--- config.mk ---
export PLATFORM = sky130hd
export DESIGN_NAME = psp_port
export DESIGN_NICKNAME = d
export VERILOG_FILES = /design/src/inc/psp_pkg.sv /design/src/verilog/psp_fifo.sv /design/src/verilog/psp_port.sv
export SDC_FILE = /design/constraint.sdc
export NUM_CORES = 1
export LEC_CHECK = 0
export ABC_AREA = 1
export BUFFER_PORTS_ARGS = -buffer_cell sky130_fd_sc_hd__clkbuf_2
export CAP_MARGIN = 20
export CORE_MARGIN = 2
export CORE_UTILIZATION = 41
export CTS_CLUSTER_SIZE = 40
export DETAILED_ROUTE_END_ITERATION = 16
export PLACE_DENSITY_LB_ADDON = 0.25
export SYNTH_ARGS = -nofsm -noshare
export SYNTH_HDL_FRONTEND = slang
export SYNTH_HIERARCHICAL = 1
export SYNTH_SLANG_ARGS = --single-unit
--- constraint.sdc ---
create_clock -name CLOCK_I -period 7 [get_ports CLOCK_I]
set_clock_uncertainty 0.05 [all_clocks]
set_input_delay 0.7 -clock CLOCK_I [delete_from_list [all_inputs] [get_ports CLOCK_I]]
set_output_delay 0.7 -clock CLOCK_I [all_outputs]
set_load 0.03 [all_outputs]
--- src/inc/psp_pkg.sv ---
// Shared constants and types of the pipelined burst static memory port
package psp_pkg;
  ////////////////////////////////////////////////////////////////////////////
  // Widths of the external bus
  localparam int ADDR_W      = 20;               // Word address pins
  localparam int DATA_W      = 32;               // Data pins, four byte lanes
  localparam int LANES       = 4;                // Byte lanes per word
  localparam int LANE_W      = 8;                // Bits per byte lane
  localparam int BURST_W     = 2;                // Low address bits stepped by a burst
  ////////////////////////////////////////////////////////////////////////////
  // Local storage and buffering
  localparam int IDX_W       = 4;                // Index bits of the flip-flop store
  localparam int MEM_DEPTH   = 16;               // Words held in flip-flops
  localparam int FIFO_DEPTH  = 8;                // Write buffer depth
  localparam int FIFO_W      = ADDR_W + LANES + DATA_W;
  localparam int SYNC_STAGES = 3;                // Flops on each of the sleep and order pins; output enable has none
  ////////////////////////////////////////////////////////////////////////////
  // Reset and step values
  localparam logic [BURST_W-1:0] CNT_ZERO  = 2'h0;
  localparam logic [BURST_W-1:0] CNT_ONE   = 2'h1;
  localparam logic [LANES-1:0]   LANES_ALL = 4'hf;
  localparam logic [LANES-1:0]   LANES_NONE = 4'h0;
  localparam logic [SYNC_STAGES-1:0] SYNC_LO = 3'h0;
  localparam logic [SYNC_STAGES-1:0] SYNC_HI = 3'h7;
  ////////////////////////////////////////////////////////////////////////////
  // Burst state, one-hot
  typedef enum logic [2:0] {
    ST_IDLE  = 3'b001,                           // Deselected or asleep
    ST_READ  = 3'b010,                           // Read burst in progress
    ST_WRITE = 3'b100                            // Write burst in progress
  } psp_state_t;
endpackage : psp_pkg

--- src/verilog/psp_fifo.sv ---
// Parameterised flip-flop FIFO with valid and ready on both sides
`timescale 1ns/1ps
`default_nettype none
module psp_fifo #(
  parameter int WIDTH = 8,
  parameter int DEPTH = 8
) (
  input  wire logic             clk_i,
  input  wire logic             rst_i,
  input  wire logic             in_valid_i,
  output logic                  in_ready_o,
  input  wire logic [WIDTH-1:0] in_data_i,
  output logic                  out_valid_o,
  input  wire logic             out_ready_i,
  output logic      [WIDTH-1:0] out_data_o
);
  localparam int PW = $clog2(DEPTH);

  logic [WIDTH-1:0] store [DEPTH];               // Entries
  logic [PW-1:0]    wr_ptr;                      // Next slot to fill
  logic [PW-1:0]    rd_ptr;                      // Oldest entry
  logic [PW:0]      fill;                        // Entries held
  wire              push = in_valid_i & in_ready_o;
  wire              pop  = out_valid_o & out_ready_i;

  // Full and empty come straight from the count, so they never lie
  assign in_ready_o  = (fill != (PW+1)'(DEPTH));
  assign out_valid_o = (fill != '0);
  assign out_data_o  = store[rd_ptr];

  ////////////////////////////////////////////////////////////////////////////
  // Pointers and count
  always_ff @(posedge clk_i or posedge rst_i) begin
    if (rst_i) begin
      wr_ptr <= '0;
      rd_ptr <= '0;
      fill   <= '0;
    end else begin
      if (push) wr_ptr <= (wr_ptr == PW'(DEPTH - 1)) ? '0 : wr_ptr + 1'b1;
      if (pop)  rd_ptr <= (rd_ptr == PW'(DEPTH - 1)) ? '0 : rd_ptr + 1'b1;
      fill <= fill + (PW+1)'(push) - (PW+1)'(pop);
    end
  end

  // Storage carries no reset; only the pointers say what is valid
  always_ff @(posedge clk_i) begin
    if (push) store[wr_ptr] <= in_data_i;
  end
endmodule : psp_fifo
`default_nettype wire

--- src/verilog/psp_port.sv ---
// Pipelined burst static memory port: strobes, burst counter, writes, read pipe
//
// Notes on behaviour
// - Sync inputs on clock; enable, sleep, order async
// - Address captured only when fully selected and strobed
// - Master select inactive blocks processor strobe
// - Second select high-true, third low-true
// - Strobe loads address or deselects
// - No strobe: step when advance low, else hold
// - Global write writes every lane
// - Lane enables only under low qualifier
// - Any lane enable low means write
// - Byte write touches only enabled lanes
// - Drive bus only for enabled selected reads
// - Interleaved order: start XOR count
// - Linear order: start plus count, wrapping
// - Sleep deselects, contents kept
// - Asleep: ignore inputs, outputs released
// - Read data one edge after address
// - Advance ignored on processor strobe edge
// - Bus data latched on lane-enable edges
// - Controller strobe samples write controls immediately
`timescale 1ns/1ps
`default_nettype none
module psp_port (
  input  wire logic                       CLOCK_I,
  input  wire logic                       SYS_RST_I,
  input  wire logic [psp_pkg::ADDR_W-1:0] ADDR_I,
  input  wire logic                       MASTER_SELECT_N_I,
  input  wire logic                       SELECT_HI_I,
  input  wire logic                       SELECT_LO_N_I,
  input  wire logic                       PROC_ADDR_STROBE_N_I,
  input  wire logic                       CTRL_ADDR_STROBE_N_I,
  input  wire logic                       BURST_STEP_N_I,
  input  wire logic                       WRITE_ALL_N_I,
  input  wire logic                       BYTE_WRITE_QUAL_N_I,
  input  wire logic [psp_pkg::LANES-1:0]  LANE_WRITE_N_I,
  input  wire logic                       OUT_ENABLE_N_I,
  input  wire logic                       BURST_ORDER_SEL_N_I,
  input  wire logic                       SLEEP_REQUEST_I,
  input  wire logic [psp_pkg::DATA_W-1:0] DQ_I,
  output logic      [psp_pkg::DATA_W-1:0] DQ_O,
  output logic                            DQ_OE_O,
  output logic                            WBUF_READY_O
);
  ////////////////////////////////////////////////////////////////////////////
  // Declarations
  psp_pkg::psp_state_t            state;          // Burst state
  psp_pkg::psp_state_t            next_state;     // Burst state after this edge
  logic [psp_pkg::ADDR_W-1:0]     addr_reg;       // Registered start address
  logic [psp_pkg::BURST_W-1:0]    cnt;            // Burst beat count
  logic                           rd_pend;        // Read address registered last edge
  logic                           out_valid;      // Output register holds read data
  logic [psp_pkg::DATA_W-1:0]     out_data;       // Output data register
  logic [psp_pkg::DATA_W-1:0]     mem [psp_pkg::MEM_DEPTH]; // Word store
  logic [psp_pkg::SYNC_STAGES-1:0] zz_sync;       // Sleep pin synchroniser
  logic [psp_pkg::SYNC_STAGES-1:0] lbo_sync;      // Order pin synchroniser
  logic                           sleep;          // Settled sleep level
  logic                           order_lin;      // Settled linear order choice

  ////////////////////////////////////////////////////////////////////////////
  // Asynchronous pins: three flops, a change counts when the last two agree
  // Both pins are static or slow, so four edges of lag cost nothing
  always_ff @(posedge CLOCK_I or posedge SYS_RST_I) begin
    if (SYS_RST_I) begin
      zz_sync   <= psp_pkg::SYNC_LO;
      lbo_sync  <= psp_pkg::SYNC_HI;
      sleep     <= 1'b0;
      order_lin <= 1'b0;
    end else begin
      zz_sync  <= {zz_sync[1:0], SLEEP_REQUEST_I};
      lbo_sync <= {lbo_sync[1:0], BURST_ORDER_SEL_N_I};
      if (zz_sync[1] == zz_sync[2])   sleep     <= zz_sync[2];
      if (lbo_sync[1] == lbo_sync[2]) order_lin <= !lbo_sync[2];
    end
  end

  ////////////////////////////////////////////////////////////////////////////
  // Strobe and select decode
  wire proc_req  = !PROC_ADDR_STROBE_N_I & !MASTER_SELECT_N_I;
  wire ctrl_req  = !CTRL_ADDR_STROBE_N_I;
  wire strobe    = proc_req | ctrl_req;
  // Selects only matter when a strobe samples them
  wire all_sel   = !MASTER_SELECT_N_I & SELECT_HI_I & !SELECT_LO_N_I;
  wire load      = !sleep & strobe & all_sel;
  wire deselect  = !sleep & strobe & !all_sel;
  wire in_burst  = (state != psp_pkg::ST_IDLE);
  // Continue needs no strobe taken (processor strobe counts only with master select low), so a taken strobe edge never steps
  wire cont      = !sleep & !strobe & in_burst;
  // The processor strobe wins; controller start only with it inactive
  wire ctrl_start = load & !proc_req;

  ////////////////////////////////////////////////////////////////////////////
  // Write decode
  wire lanes_low  = !(&LANE_WRITE_N_I);
  wire wr_req     = !WRITE_ALL_N_I | (!BYTE_WRITE_QUAL_N_I & lanes_low);
  wire [psp_pkg::LANES-1:0] lane_mask =
      !WRITE_ALL_N_I       ? psp_pkg::LANES_ALL :
      !BYTE_WRITE_QUAL_N_I ? ~LANE_WRITE_N_I :
                             psp_pkg::LANES_NONE;
  // A processor-started edge ignores the write controls and begins as a read
  wire start_wr   = ctrl_start & wr_req;
  wire cont_wr    = cont & wr_req;

  ////////////////////////////////////////////////////////////////////////////
  // Burst address
  wire [psp_pkg::BURST_W-1:0] start_low = addr_reg[psp_pkg::BURST_W-1:0];
  // Both orders wrap inside the aligned four-word block
  wire [psp_pkg::BURST_W-1:0] lin_low   = start_low + cnt;
  wire [psp_pkg::BURST_W-1:0] ilv_low   = start_low ^ cnt;
  wire [psp_pkg::BURST_W-1:0] burst_low = order_lin ? lin_low : ilv_low;
  // Upper bits never move during a burst
  wire [psp_pkg::ADDR_W-1:0]  cur_addr  =
      {addr_reg[psp_pkg::ADDR_W-1:psp_pkg::BURST_W], burst_low};
  // Advance is not looked at on a strobe edge
  wire step       = cont & !BURST_STEP_N_I;
  wire [psp_pkg::IDX_W-1:0] rd_idx = cur_addr[psp_pkg::IDX_W-1:0];

  ////////////////////////////////////////////////////////////////////////////
  // Write buffer between the bus and the store
  // A write edge while the buffer is full is dropped: watch the ready pin
  wire                        push_valid = start_wr | cont_wr;
  wire [psp_pkg::ADDR_W-1:0]  push_addr  = ctrl_start ? ADDR_I : cur_addr;
  wire [psp_pkg::FIFO_W-1:0]  push_word  = {push_addr, lane_mask, DQ_I};
  wire                        drain_valid;
  wire [psp_pkg::FIFO_W-1:0]  drain_word;
  // The store has one port; a pending read takes it and the buffer waits
  wire                        drain_ready = !rd_pend;
  wire [psp_pkg::DATA_W-1:0]  drain_data = drain_word[psp_pkg::DATA_W-1:0];
  wire [psp_pkg::LANES-1:0]   drain_mask =
      drain_word[psp_pkg::DATA_W +: psp_pkg::LANES];
  wire [psp_pkg::IDX_W-1:0]   drain_idx  =
      drain_word[psp_pkg::DATA_W + psp_pkg::LANES +: psp_pkg::IDX_W];

  psp_fifo #(
    .WIDTH (psp_pkg::FIFO_W),
    .DEPTH (psp_pkg::FIFO_DEPTH)
  ) u_wbuf (
    .clk_i       (CLOCK_I),
    .rst_i       (SYS_RST_I),
    .in_valid_i  (push_valid),
    .in_ready_o  (WBUF_READY_O),
    .in_data_i   (push_word),
    .out_valid_o (drain_valid),
    .out_ready_i (drain_ready),
    .out_data_o  (drain_word)
  );

  ////////////////////////////////////////////////////////////////////////////
  // Next burst state
  always_comb begin
    next_state = state;
    case (state)
      psp_pkg::ST_IDLE: begin
        if (load) next_state = start_wr ? psp_pkg::ST_WRITE : psp_pkg::ST_READ;
      end
      psp_pkg::ST_READ, psp_pkg::ST_WRITE: begin
        if (load)          next_state = start_wr ? psp_pkg::ST_WRITE : psp_pkg::ST_READ;
        else if (deselect) next_state = psp_pkg::ST_IDLE;
        else if (cont)     next_state = wr_req ? psp_pkg::ST_WRITE : psp_pkg::ST_READ;
      end
      default: next_state = psp_pkg::ST_IDLE;
    endcase
    // Sleep overrides every request and parks the burst
    if (sleep) next_state = psp_pkg::ST_IDLE;
  end

  ////////////////////////////////////////////////////////////////////////////
  // Burst control registers
  always_ff @(posedge CLOCK_I or posedge SYS_RST_I) begin
    if (SYS_RST_I) begin
      state    <= psp_pkg::ST_IDLE;
      addr_reg <= '0;
      cnt      <= psp_pkg::CNT_ZERO;
    end else begin
      state <= next_state;
      if (load) begin
        addr_reg <= ADDR_I;
        cnt      <= psp_pkg::CNT_ZERO;
      end else if (step) begin
        cnt <= cnt + psp_pkg::CNT_ONE;
      end
    end
  end

  ////////////////////////////////////////////////////////////////////////////
  // Read pipeline: address on one edge, output register on the next
  always_ff @(posedge CLOCK_I or posedge SYS_RST_I) begin
    if (SYS_RST_I) begin
      rd_pend   <= 1'b0;
      out_valid <= 1'b0;
      out_data  <= '0;
    end else begin
      rd_pend   <= (load & !start_wr) | (cont & !wr_req);
      // Sleep also cancels a beat already in the pipe
      out_valid <= rd_pend & !sleep;
      if (rd_pend) out_data <= mem[rd_idx];
    end
  end

  // Store write, lane by lane; contents survive sleep and reset
  // A drain waits while a read owns the single store port
  always_ff @(posedge CLOCK_I) begin
    if (drain_valid & drain_ready) begin
      for (int l = 0; l < psp_pkg::LANES; l++) begin
        if (drain_mask[l])
          mem[drain_idx][l*psp_pkg::LANE_W +: psp_pkg::LANE_W] <=
              drain_data[l*psp_pkg::LANE_W +: psp_pkg::LANE_W];
      end
    end
  end

  ////////////////////////////////////////////////////////////////////////////
  // Pin drive: output enable and sleep act without the clock
  assign DQ_O    = out_data;
  // The raw sleep pin releases the bus at once, before the synchroniser
  // A write edge clears the read pipe, so the bus is released one edge after it
  assign DQ_OE_O = out_valid & !OUT_ENABLE_N_I & !SLEEP_REQUEST_I;

  ////////////////////////////////////////////////////////////////////////////
  // Checks
  property p_load_addr;
    @(posedge CLOCK_I) disable iff (SYS_RST_I)
    load |=> (addr_reg == $past(ADDR_I)) && (cnt == psp_pkg::CNT_ZERO);
  endproperty
  a_load_addr: assert property (p_load_addr) else $error("address not loaded");

  property p_block;
    @(posedge CLOCK_I) disable iff (SYS_RST_I)
    (!in_burst && MASTER_SELECT_N_I && CTRL_ADDR_STROBE_N_I) |=> !in_burst;
  endproperty
  a_block: assert property (p_block) else $error("blocked strobe started");

  property p_desel;
    @(posedge CLOCK_I) disable iff (SYS_RST_I)
    (deselect && !SELECT_HI_I) |=> (state == psp_pkg::ST_IDLE) ##1 !out_valid;
  endproperty
  a_desel: assert property (p_desel) else $error("no deselect");

  property p_hold;
    @(posedge CLOCK_I) disable iff (SYS_RST_I)
    (cont && BURST_STEP_N_I) |=> (cnt == $past(cnt));
  endproperty
  a_hold: assert property (p_hold) else $error("address moved on hold");

  property p_step;
    @(posedge CLOCK_I) disable iff (SYS_RST_I)
    (cont && !BURST_STEP_N_I) |=> (cnt == $past(cnt) + psp_pkg::CNT_ONE);
  endproperty
  a_step: assert property (p_step) else $error("address did not step");

  property p_global;
    @(posedge CLOCK_I) disable iff (SYS_RST_I)
    (push_valid && !WRITE_ALL_N_I) |-> (push_word[psp_pkg::DATA_W +: psp_pkg::LANES]
                                        == psp_pkg::LANES_ALL);
  endproperty
  a_global: assert property (p_global) else $error("global write partial");

  property p_readqual;
    @(posedge CLOCK_I) disable iff (SYS_RST_I)
    (cont && WRITE_ALL_N_I && BYTE_WRITE_QUAL_N_I) |=> rd_pend ##1 out_valid;
  endproperty
  a_readqual: assert property (p_readqual) else $error("qualified read lost");

  property p_lanes;
    @(posedge CLOCK_I) disable iff (SYS_RST_I)
    (cont_wr && WRITE_ALL_N_I) |-> (push_word[psp_pkg::DATA_W +: psp_pkg::LANES]
                                    == ~LANE_WRITE_N_I);
  endproperty
  a_lanes: assert property (p_lanes) else $error("wrong lane mask");

  property p_drive;
    @(posedge CLOCK_I) disable iff (SYS_RST_I)
    DQ_OE_O |-> ($past(rd_pend) && !OUT_ENABLE_N_I && !$past(sleep));
  endproperty
  a_drive: assert property (p_drive) else $error("bus driven outside read");

  property p_sleep;
    @(posedge CLOCK_I) disable iff (SYS_RST_I)
    sleep |=> (state == psp_pkg::ST_IDLE) && !out_valid && !DQ_OE_O;
  endproperty
  a_sleep: assert property (p_sleep) else $error("active while asleep");

  property p_upper;
    @(posedge CLOCK_I) disable iff (SYS_RST_I)
    (cont && !load) |=> $stable(cur_addr[psp_pkg::ADDR_W-1:psp_pkg::BURST_W]);
  endproperty
  a_upper: assert property (p_upper) else $error("upper address moved");

  property p_procstart;
    @(posedge CLOCK_I) disable iff (SYS_RST_I)
    (load && proc_req) |=> (state == psp_pkg::ST_READ) && (cnt == psp_pkg::CNT_ZERO);
  endproperty
  a_procstart: assert property (p_procstart) else $error("advance honoured at start");

  // Burst order, write start and read pipe
  property p_linear;
    @(posedge CLOCK_I) disable iff (SYS_RST_I)
    (order_lin && step) |=> (burst_low == $past(burst_low) + psp_pkg::CNT_ONE);
  endproperty
  a_linear: assert property (p_linear) else $error("linear step wrong");

  property p_ilv;
    @(posedge CLOCK_I) disable iff (SYS_RST_I)
    (!order_lin && step && (cnt == psp_pkg::CNT_ZERO))
      |=> (burst_low == ($past(start_low) ^ psp_pkg::CNT_ONE));
  endproperty
  a_ilv: assert property (p_ilv) else $error("interleaved step wrong");

  property p_ctrl_wr;
    @(posedge CLOCK_I) disable iff (SYS_RST_I)
    start_wr |=> (state == psp_pkg::ST_WRITE) ##1 !DQ_OE_O;
  endproperty
  a_ctrl_wr: assert property (p_ctrl_wr) else $error("write start lost");

  property p_proc_rd;
    @(posedge CLOCK_I) disable iff (SYS_RST_I)
    (load && proc_req) |-> !push_valid ##1 rd_pend;
  endproperty
  a_proc_rd: assert property (p_proc_rd) else $error("processor start wrote");

  property p_lane_data;
    @(posedge CLOCK_I) disable iff (SYS_RST_I)
    cont_wr |-> push_valid && (push_word[psp_pkg::DATA_W-1:0] == DQ_I);
  endproperty
  a_lane_data: assert property (p_lane_data) else $error("bus data not latched");

  property p_pipe;
    @(posedge CLOCK_I) disable iff (SYS_RST_I)
    (rd_pend && !sleep) |=> out_valid;
  endproperty
  a_pipe: assert property (p_pipe) else $error("read beat missing");

  c_read_burst: cover property (@(posedge CLOCK_I) disable iff (SYS_RST_I)
    load ##1 step [*3] ##1 out_valid);
  c_ctrl_write: cover property (@(posedge CLOCK_I) disable iff (SYS_RST_I)
    start_wr ##1 cont_wr ##1 cont_wr);
  c_sleep: cover property (@(posedge CLOCK_I) disable iff (SYS_RST_I)
    out_valid ##1 sleep ##1 !sleep);
  c_full: cover property (@(posedge CLOCK_I) disable iff (SYS_RST_I)
    !WBUF_READY_O);
endmodule : psp_port
`default_nettype wire

# --- Yosys cells after proc, flatten, opt, wreduce, memory -nomap -nowiden ---
# Memories as Yosys holds them, arrays and structs flattened. A register that Yosys moved wholly into a read port is not among the register bits.
# Index checks and enable logic that the tools add are counted.
classes:
  addsub: 6
  eq_ne: 11
  mux: 30
  bitwise: 26
  reduce_logical: 23
ops:
  columns: ["cell", "n"]
  rows:
  - ["$mux 3", 9]
  - ["$and 1x1->1", 20]
  - ["$mux 20", 1]
  - ["$logic_not 1->1", 18]
  - ["$mux 1", 14]
  - ["$eq 3x3->1 const B", 3]
  - ["$mux 4", 2]
  - ["$add 3x1->3 const B", 2]
  - ["$mux 2", 3]
  - ["$pmux 3 s2", 1]
  - ["$ne 5x5->1 const B", 1]
  - ["$add 4x1->4", 1]
  - ["$ne 4x4->1 const B", 1]
  - ["$not 4->4", 1]
  - ["$or 1x1->1", 4]
  - ["$reduce_and 4->1", 1]
  - ["$reduce_bool 4->1", 1]
  - ["$sub 4x1->4", 1]
  - ["$eq 3x1->1 const B", 1]
  - ["$eq 3x2->1 const B", 1]
  - ["$ne 3x1->1 const B", 1]
  - ["$ne 3x3->1 const B", 1]
  - ["$add 2x1->2 const B", 1]
  - ["$add 2x2->2", 1]
  - ["5 further kinds", 6]
word_totals:
  register_bits: 45
  ram_bits: 960
  in_bits: 69
  out_inout_bits: 34
  word_cells: 110
  mem_count: 2
memory_table:
  columns: ["name", "words", "width", "read_ports", "rd_ports_with_merged_regs", "write_ports", "line", "source"]
  rows:
  - ["mem", 16, 32, 1, 1, 1, "psp_port.sv:55", "logic [psp_pkg::DATA_W-1:0] mem [psp_pkg::MEM_DEPTH];"]
  - ["u_wbuf.store", 8, 56, 1, 0, 1, "psp_fifo.sv:19", "logic [WIDTH-1:0] store [DEPTH];"]

# --- Logic depth before layout (Yosys ltp) ---
# Gate-level depths: netlist (run 1).
depth:
  ltp_word: 11
  depth_mapped: 14
  depth_no_buf: 13

# --- By module ---
# Netlist (run 1), hierarchy kept.
modules_own_cells:
  columns: ["mod", "instances", "cells_each", "area_per_inst_um2", "seq_area_each_um2"]
  rows:
  - ["psp_port", 1, 2104, 24513.5, 17056.4]
  - ["psp_fifo", 1, 2011, 20134.3, 13703.1]

# --- Least setup slack after synthesis (run 1) ---
# OpenSTA, ideal clock, no wires.
synth_timing:
  path_kind: "input to register"
  start: "input MASTER_SELECT_N_I"
  end: "memory u_wbuf/store[6][0] in the netlist's numbering (enable)"
  setup_time_ps: 539
  arrival_time_ps: 5587
  required_ps: 6411
  slack_ps: 823
  stages: 8
  path_buffers: 1
  cell_sequence: "o21ai_2 > nand2_1 > nor2_4 > nand3_1 > o21ai_0 > nand2_1 > buf_2 > nor3_1"
synth_via:
  elab_chain_len: 11
  word_cells_on_any_way: 18
  classes_between: "mux: 2; bitwise: 13; reduce/logical: 3"
synth_lines:
  columns: ["item", "line", "source"]
  rows:
  - ["from (decl)", "psp_port.sv:29", "input wire logic MASTER_SELECT_N_I,"]
  - ["$logic_not 1->1 (*)", "psp_port.sv:80, psp_port.sv:84", null]
  - ["$and 1x1->1", "psp_port.sv:80", "wire proc_req = !PROC_ADDR_STROBE_N_I & !MASTER_SELECT_N_I;"]
  - ["$or 1x1->1", "psp_port.sv:82", "wire strobe = proc_req | ctrl_req;"]
  - ["$and 1x1->1 or $logic_not 1->1 (tied branches)", "psp_port.sv:85, psp_port.sv:89", null]
  - ["$and 1x1->1, on equally long branches", "psp_port.sv:85, psp_port.sv:89", null]
  - ["$and 1x1->1, on equally long branches", "psp_port.sv:91, psp_port.sv:89", null]
  - ["$and 1x1->1, on equally long branches", "psp_port.sv:102, psp_port.sv:103", null]
  - ["$or 1x1->1 (*)", "psp_port.sv:122", "wire push_valid = start_wr | cont_wr;"]
  - ["net push_valid", "psp_port.sv:122", null]
  - ["$and 1x1->1 (*)", "psp_fifo.sv:23", "wire push = in_valid_i & in_ready_o;"]
  - ["$mux 1 (*)", "psp_fifo.sv:47", "if (push) store[wr_ptr] <= in_data_i;"]
  - ["$mux 1 (not written as such) (*)", "psp_fifo.sv:47", null]
  - ["to (decl)", "psp_fifo.sv:19", null]
# The timed path passes the listed nets; every way through them passes the cells marked *.

# --- Worst setup path after layout (run 1) ---
layout_timing:
  start: "register u_wbuf.rd_ptr[0]"
  end: "memory mem[13][21] in the netlist's numbering (enable)"
layout_via:
  word_cells_on_any_way: 4
  classes_between: "mux: 3; memory: 1"
layout_lines:
  columns: ["item", "line", "source"]
  rows:
  - ["from (decl)", "psp_fifo.sv:21", "logic [PW-1:0] rd_ptr;"]
  - ["from (signal assigned)", "psp_fifo.sv:40", "if (pop) rd_ptr <= (rd_ptr == PW'(DEPTH - 1)) ? '0 : rd_ptr + 1'b1;"]
  - ["$mem_v2 8x56", null, null]
  - ["net drain_word (one bit)", "psp_port.sv:126", "wire [psp_pkg::FIFO_W-1:0] drain_word;"]
  - ["to (decl)", "psp_port.sv:55", null]
# The timed path passes the listed nets, and every way through them passes these cells.

==> metrics.txt, run 1 <==
crit share post-route 0.628; worst vdd ir 0.330 mV; global-route wire length before repair about 140000 um; Post-route DRC 0; Reg clk slew, reported paths about 60 ps; Iter 0 DRT Violations roughly 1800; Min Clock Period, post-route around 4400 ps; placed cells ~4600; Avg WL per Cell between 15 and 20 um; post-DP HPWL ~49000 um; Least-Margin Pin Slew ~1200 ps; placed inst area 39500 sq um; H-Tree Depth 3; die width 310 um; ANT nets after route 0; Arr. time, crit path approximately 4600 ps; initial antenna violation count 5; post-cts hold buffer count 1; row cnt around 110; gp weighted congestion approximately 0.75; IO Pins ~100; largest net degree at the start of global routing 158; hold_ws 105 ps; Lkg Pwr roughly 0.017 uW; total track usage 0.189; Net Count, Synth roughly 3600; CP Cell Sequence buf_4 > nand2_1 > nand3_1 > nand2_1 > nand2_1 > nand2_1 > nor2_1 > nand2_1 > nor2_1; drt first pass iters 5; vias in the first global route approximately 23000; Nets ~3600; grt total ovfl 0; Crit Path Category reg2reg; most flop-heavy register mem; routed vias about 24000; Slowest-stage cell, CP dfrtp_4; post-synthesis cell area 38400 sq um; RSZ-0062 raised after global routing false; DIE AREA slightly below 100000 sq um; yosys warns 6; fin cells 4819; CTS tree built; Top Family by Delay on Critical Path simple AND/OR/NAND/NOR gates; clk sinks 893; post-layout util 0.458; CTS-repair resized insts 0; Worst Path Buf+Inv 1; area delta synth->final 10.9%; drt via density about 5; final setup fails 0; CP Launch Type register; area of the core roughly 93000 sq um; Pwr Density 461 nW/um^2; Synth Instances approximately 3500; Avg Cell Area, Syn approximately 11 sq um; Initial Utilization 0.413; min-delay worst type in2reg; Setup Total Neg Slack 0 ps; Final Hold Fails 0; post-route design area 42600 sq um; Die Y 310 um; Max stage delay on crit path around 930 ps; final WL about 90000 um; clk_lat worst skew roughly 640 ps; status finished clean; Fill cells around 8500; maxcap violations 0; number of port buffers 86; Highest Clock Rate 228 MHz; setup bufs post-CTS 0; crit-path most repeated cell nand2_1; crit path max fanout 93; TritonCTS buffer count 95; Worst setup EP type register; Req. time, crit path about 7000 ps; relative slew slack 0.230; Root Driver clkbuf_16; fin. max-slew vios 0; Max clock buf depth 3; proportion of layout cells with a drive suffix above 1 0.0837; max reg flops around 500
final timing paths:
path	from	to	slack, ps	cells past startpoint
setup / recovery	u_wbuf/rd_ptr[0]	mem[13][21]	2610	9
hold / removal	BURST_ORDER_SEL_N_I	lbo_sync[0]	110	1
setup reg to reg	u_wbuf/rd_ptr[0]	mem[13][21]	2610	9
hold reg to reg	zz_sync[0]	zz_sync[1]	300	0
max in group asynchronous	SYS_RST_I	rd_pend	5530	4
min in group asynchronous	SYS_RST_I	u_wbuf/wr_ptr[2]	560	3
layout make-up:
| type | count | area (sq um) | share of cell area |
|---|---|---|---|
| inverter | 378 | 1430 | 0.0335 |
| sequential | 893 | 26500 | 0.622 |
| timing repair buffer | 117 | 678 | 0.0159 |
| tap | 1254 | 1570 | 0.0368 |
| clock buffer | 120 | 2540 | 0.0597 |
| multi-input combinational | 1997 | 9340 | 0.219 |
| antenna | 3 | 7.51 | 0.000176 |
| clock inverter | 57 | 537 | 0.0126 |
metal layers:
| metal | track usage | wire length [um] | vias up |
|---|---|---|---|
| li1 | - | - | 11591 |
| met1 | 0.252 | 39500 | 11359 |
| met2 | 0.323 | 43700 | 494 |
| met3 | 0.0297 | 4550 | 151 |
| met4 | 0.0504 | 2270 | 6 |
| met5 | 0 | 38 | - |
through the flow:
step	setup slack, ps	power, uW
floorplan	1950	12800
global placement	2690	14800
detailed placement	2620	14900
CTS	2590	19800
global route	2270	20900
finish	2610	19700
cell usage in the layout, fill, tap and decap left out, types with 17 or more instances in the layout:
cell type,instances
dfrtp_1,52
a21boi_1,43
edfxtp_1,832
clkinv_2,20
clkbuf_16,98
nand2_1,1111
clkbuf_1,21
or2_2,17
a21boi_0,69
nor2_1,76
mux2i_1,32
clkbuf_2,86
buf_4,28
o21ai_0,52
and2_1,23
nand3b_1,49
nand3_1,476
clkinv_1,22
inv_1,370
report_power, final:
group,switching [uW],internal [uW]
clock,2020,2940
combinational,5190,1740
sequential,271,7510
Note: power is estimated with default switching activity, not from simulation.
==> run 2: changes to the inputs <==
Clock period 7 ns to 4.5 ns, I/O delays scaled along.
==> metrics.txt, run 2 (same netlist as run 1, synthesis figures left out) <==
ANT nets after route 0; commonest non-fill, non-tap cell in the layout nand2_1; Least-Margin Pin Slew 1080 ps; post-DP HPWL 51300 um; max reg flops 512; final setup fails 0; crit path max fanout 80; Lkg Pwr between 0.015 and 0.02 uW; Avg WL per Cell roughly 19 um; WL met3 ~4500 um; net switching power roughly 12000 uW; area of the core a little over 90000 sq um; gp weighted congestion 0.749; IO Pins between 100 and 150; crit-path most repeated cell nand2_1; row cnt about 110; Max clock buf depth 3; Reg clk slew, reported paths around 60 ps; DIE AREA 96200 sq um; Arr. time, crit path between 3000 and 4000 ps; TritonCTS buffer count 96; final WL roughly 91000 um; hold_ws between 30 and 40 ps; Fill cells approximately 8500; Combinational Power Share 0.360; Sw Share 0.377; Max stage delay on crit path 630 ps; most frequent cells in the layout nand2_1 (1111), edfxtp_1 (832), nand3_1 (476); CTS-repair resized insts 0; vias in the first global route roughly 23000; worst vdd ir around 0.57 mV; maxcap violations 0; WL met1 between 30000 and 40000 um; most flop-heavy register mem; die width just over 300 um; initial antenna violation count 3; Initial Utilization 0.413; post-layout util 0.468; total track usage 0.193; fin. max-slew vios 0; grt total ovfl 0; crit share post-route 0.731; Iter 0 DRT Violations 1961; post-cts hold buffer count 18; Min Clock Period, post-route 3290 ps; drt via density a little under 5; Nets between 3000 and 4000; clk sinks slightly below 900; Root Driver clkbuf_16; drt first pass iters 5; Highest Clock Rate roughly 300 MHz; RSZ-0062 raised after global routing false; Slowest-stage cell, CP inv_4; largest net degree at the start of global routing 163; final worst setup slack 1210 ps; Pint 19400 uW; setup bufs post-CTS 0; Crit Path Category reg2reg; sequential power share 0.384; CTS tree built; global-route wire length before repair between 100000 and 150000 um; uppermost routed layer met5; routed vias between 20000 and 25000; Setup Total Neg Slack 0 ps; Req. time, crit path between 4000 and 5000 ps; clk_lat worst skew about 660 ps; Clk pwr share 0.255; min-delay worst type in2reg; CP Cell Sequence inv_4 > nand2_1 > nand3_1 > nand2_1 > nand2_1 > nand2_1 > nor2_1 > nand2_1 > nor2_1; CP Launch Type register; number of port buffers 86; area delta synth->final 13.4%; Pwr Density 716 nW/um^2; Die Y between 300 and 400 um; Final Hold Fails 0; status finished clean; met2 routed WL between 40000 and 50000 um; proportion of layout cells with a drive suffix above 1 0.104; Worst setup EP type register; Setup WS pre-CTS around 1200 ps; relative slew slack 0.271; H-Tree Depth 3; Post-route DRC 0
run 2: stage by stage:
stage	instances	instance area, sq um	total power, uW
6_report	4904	43600	31200
5_1_grt	4903	43600	33100
4_1_cts	4903	43600	31500
3_5_place_dp	4709	40200	23500
3_3_place_gp	4708	40200	23300
2_1_floorplan	3480	38400	19900
run 2: layout make-up:
class                      instances  area (sq um)  area share
sequential                       893         26500       0.609
multi-input combinational       1997          9340       0.214
antenna                            1          2.50   0.0000574
clock buffer                     122          2620      0.0602
tap                             1254          1570      0.0360
clock inverter                    54           592      0.0136
inverter                         378          1430      0.0327
timing repair buffer             205          1510      0.0346
run 2: power groups by stage:
stage,logic (uW),registers (uW),clock network [uW]
after floorplan,7580,12300,0
after global placement,11100,12100,0
after detailed placement,11300,12200,0
after CTS,11400,12000,8150
after global routing,12600,12100,8460
final,11200,12000,7970
run 2: path summary, 6_finish.rpt:
| kind | depth (start not counted) | to | slack (ps) | from |
|---|---|---|---|---|
| setup / recovery | 9 | mem[1][12] | 1210 | u_wbuf/rd_ptr[0] |
| hold / removal | 1 | u_wbuf/store[0][30] | 30 | DQ_I[30] |
| setup reg to reg | 9 | mem[1][12] | 1210 | u_wbuf/rd_ptr[0] |
| hold reg to reg | 0 | zz_sync[1] | 300 | zz_sync[0] |
| max in group asynchronous | 4 | DQ_O[27] | 3090 | SYS_RST_I |
| min in group asynchronous | 3 | u_wbuf/wr_ptr[2] | 290 | SYS_RST_I |
run 2: worst max-delay path, delay by kind of cell (launching register included):
kind	cells	cell delay [ps]
simple gates	8	1680
buf+inv	1	630
flops	1	500
run 2: metal layers:
metal,vias to the layer above,track usage
met2,588,0.327
met1,11616,0.257
met5,-,0
met4,4,0.0552
li1,11783,-
met3,154,0.0286
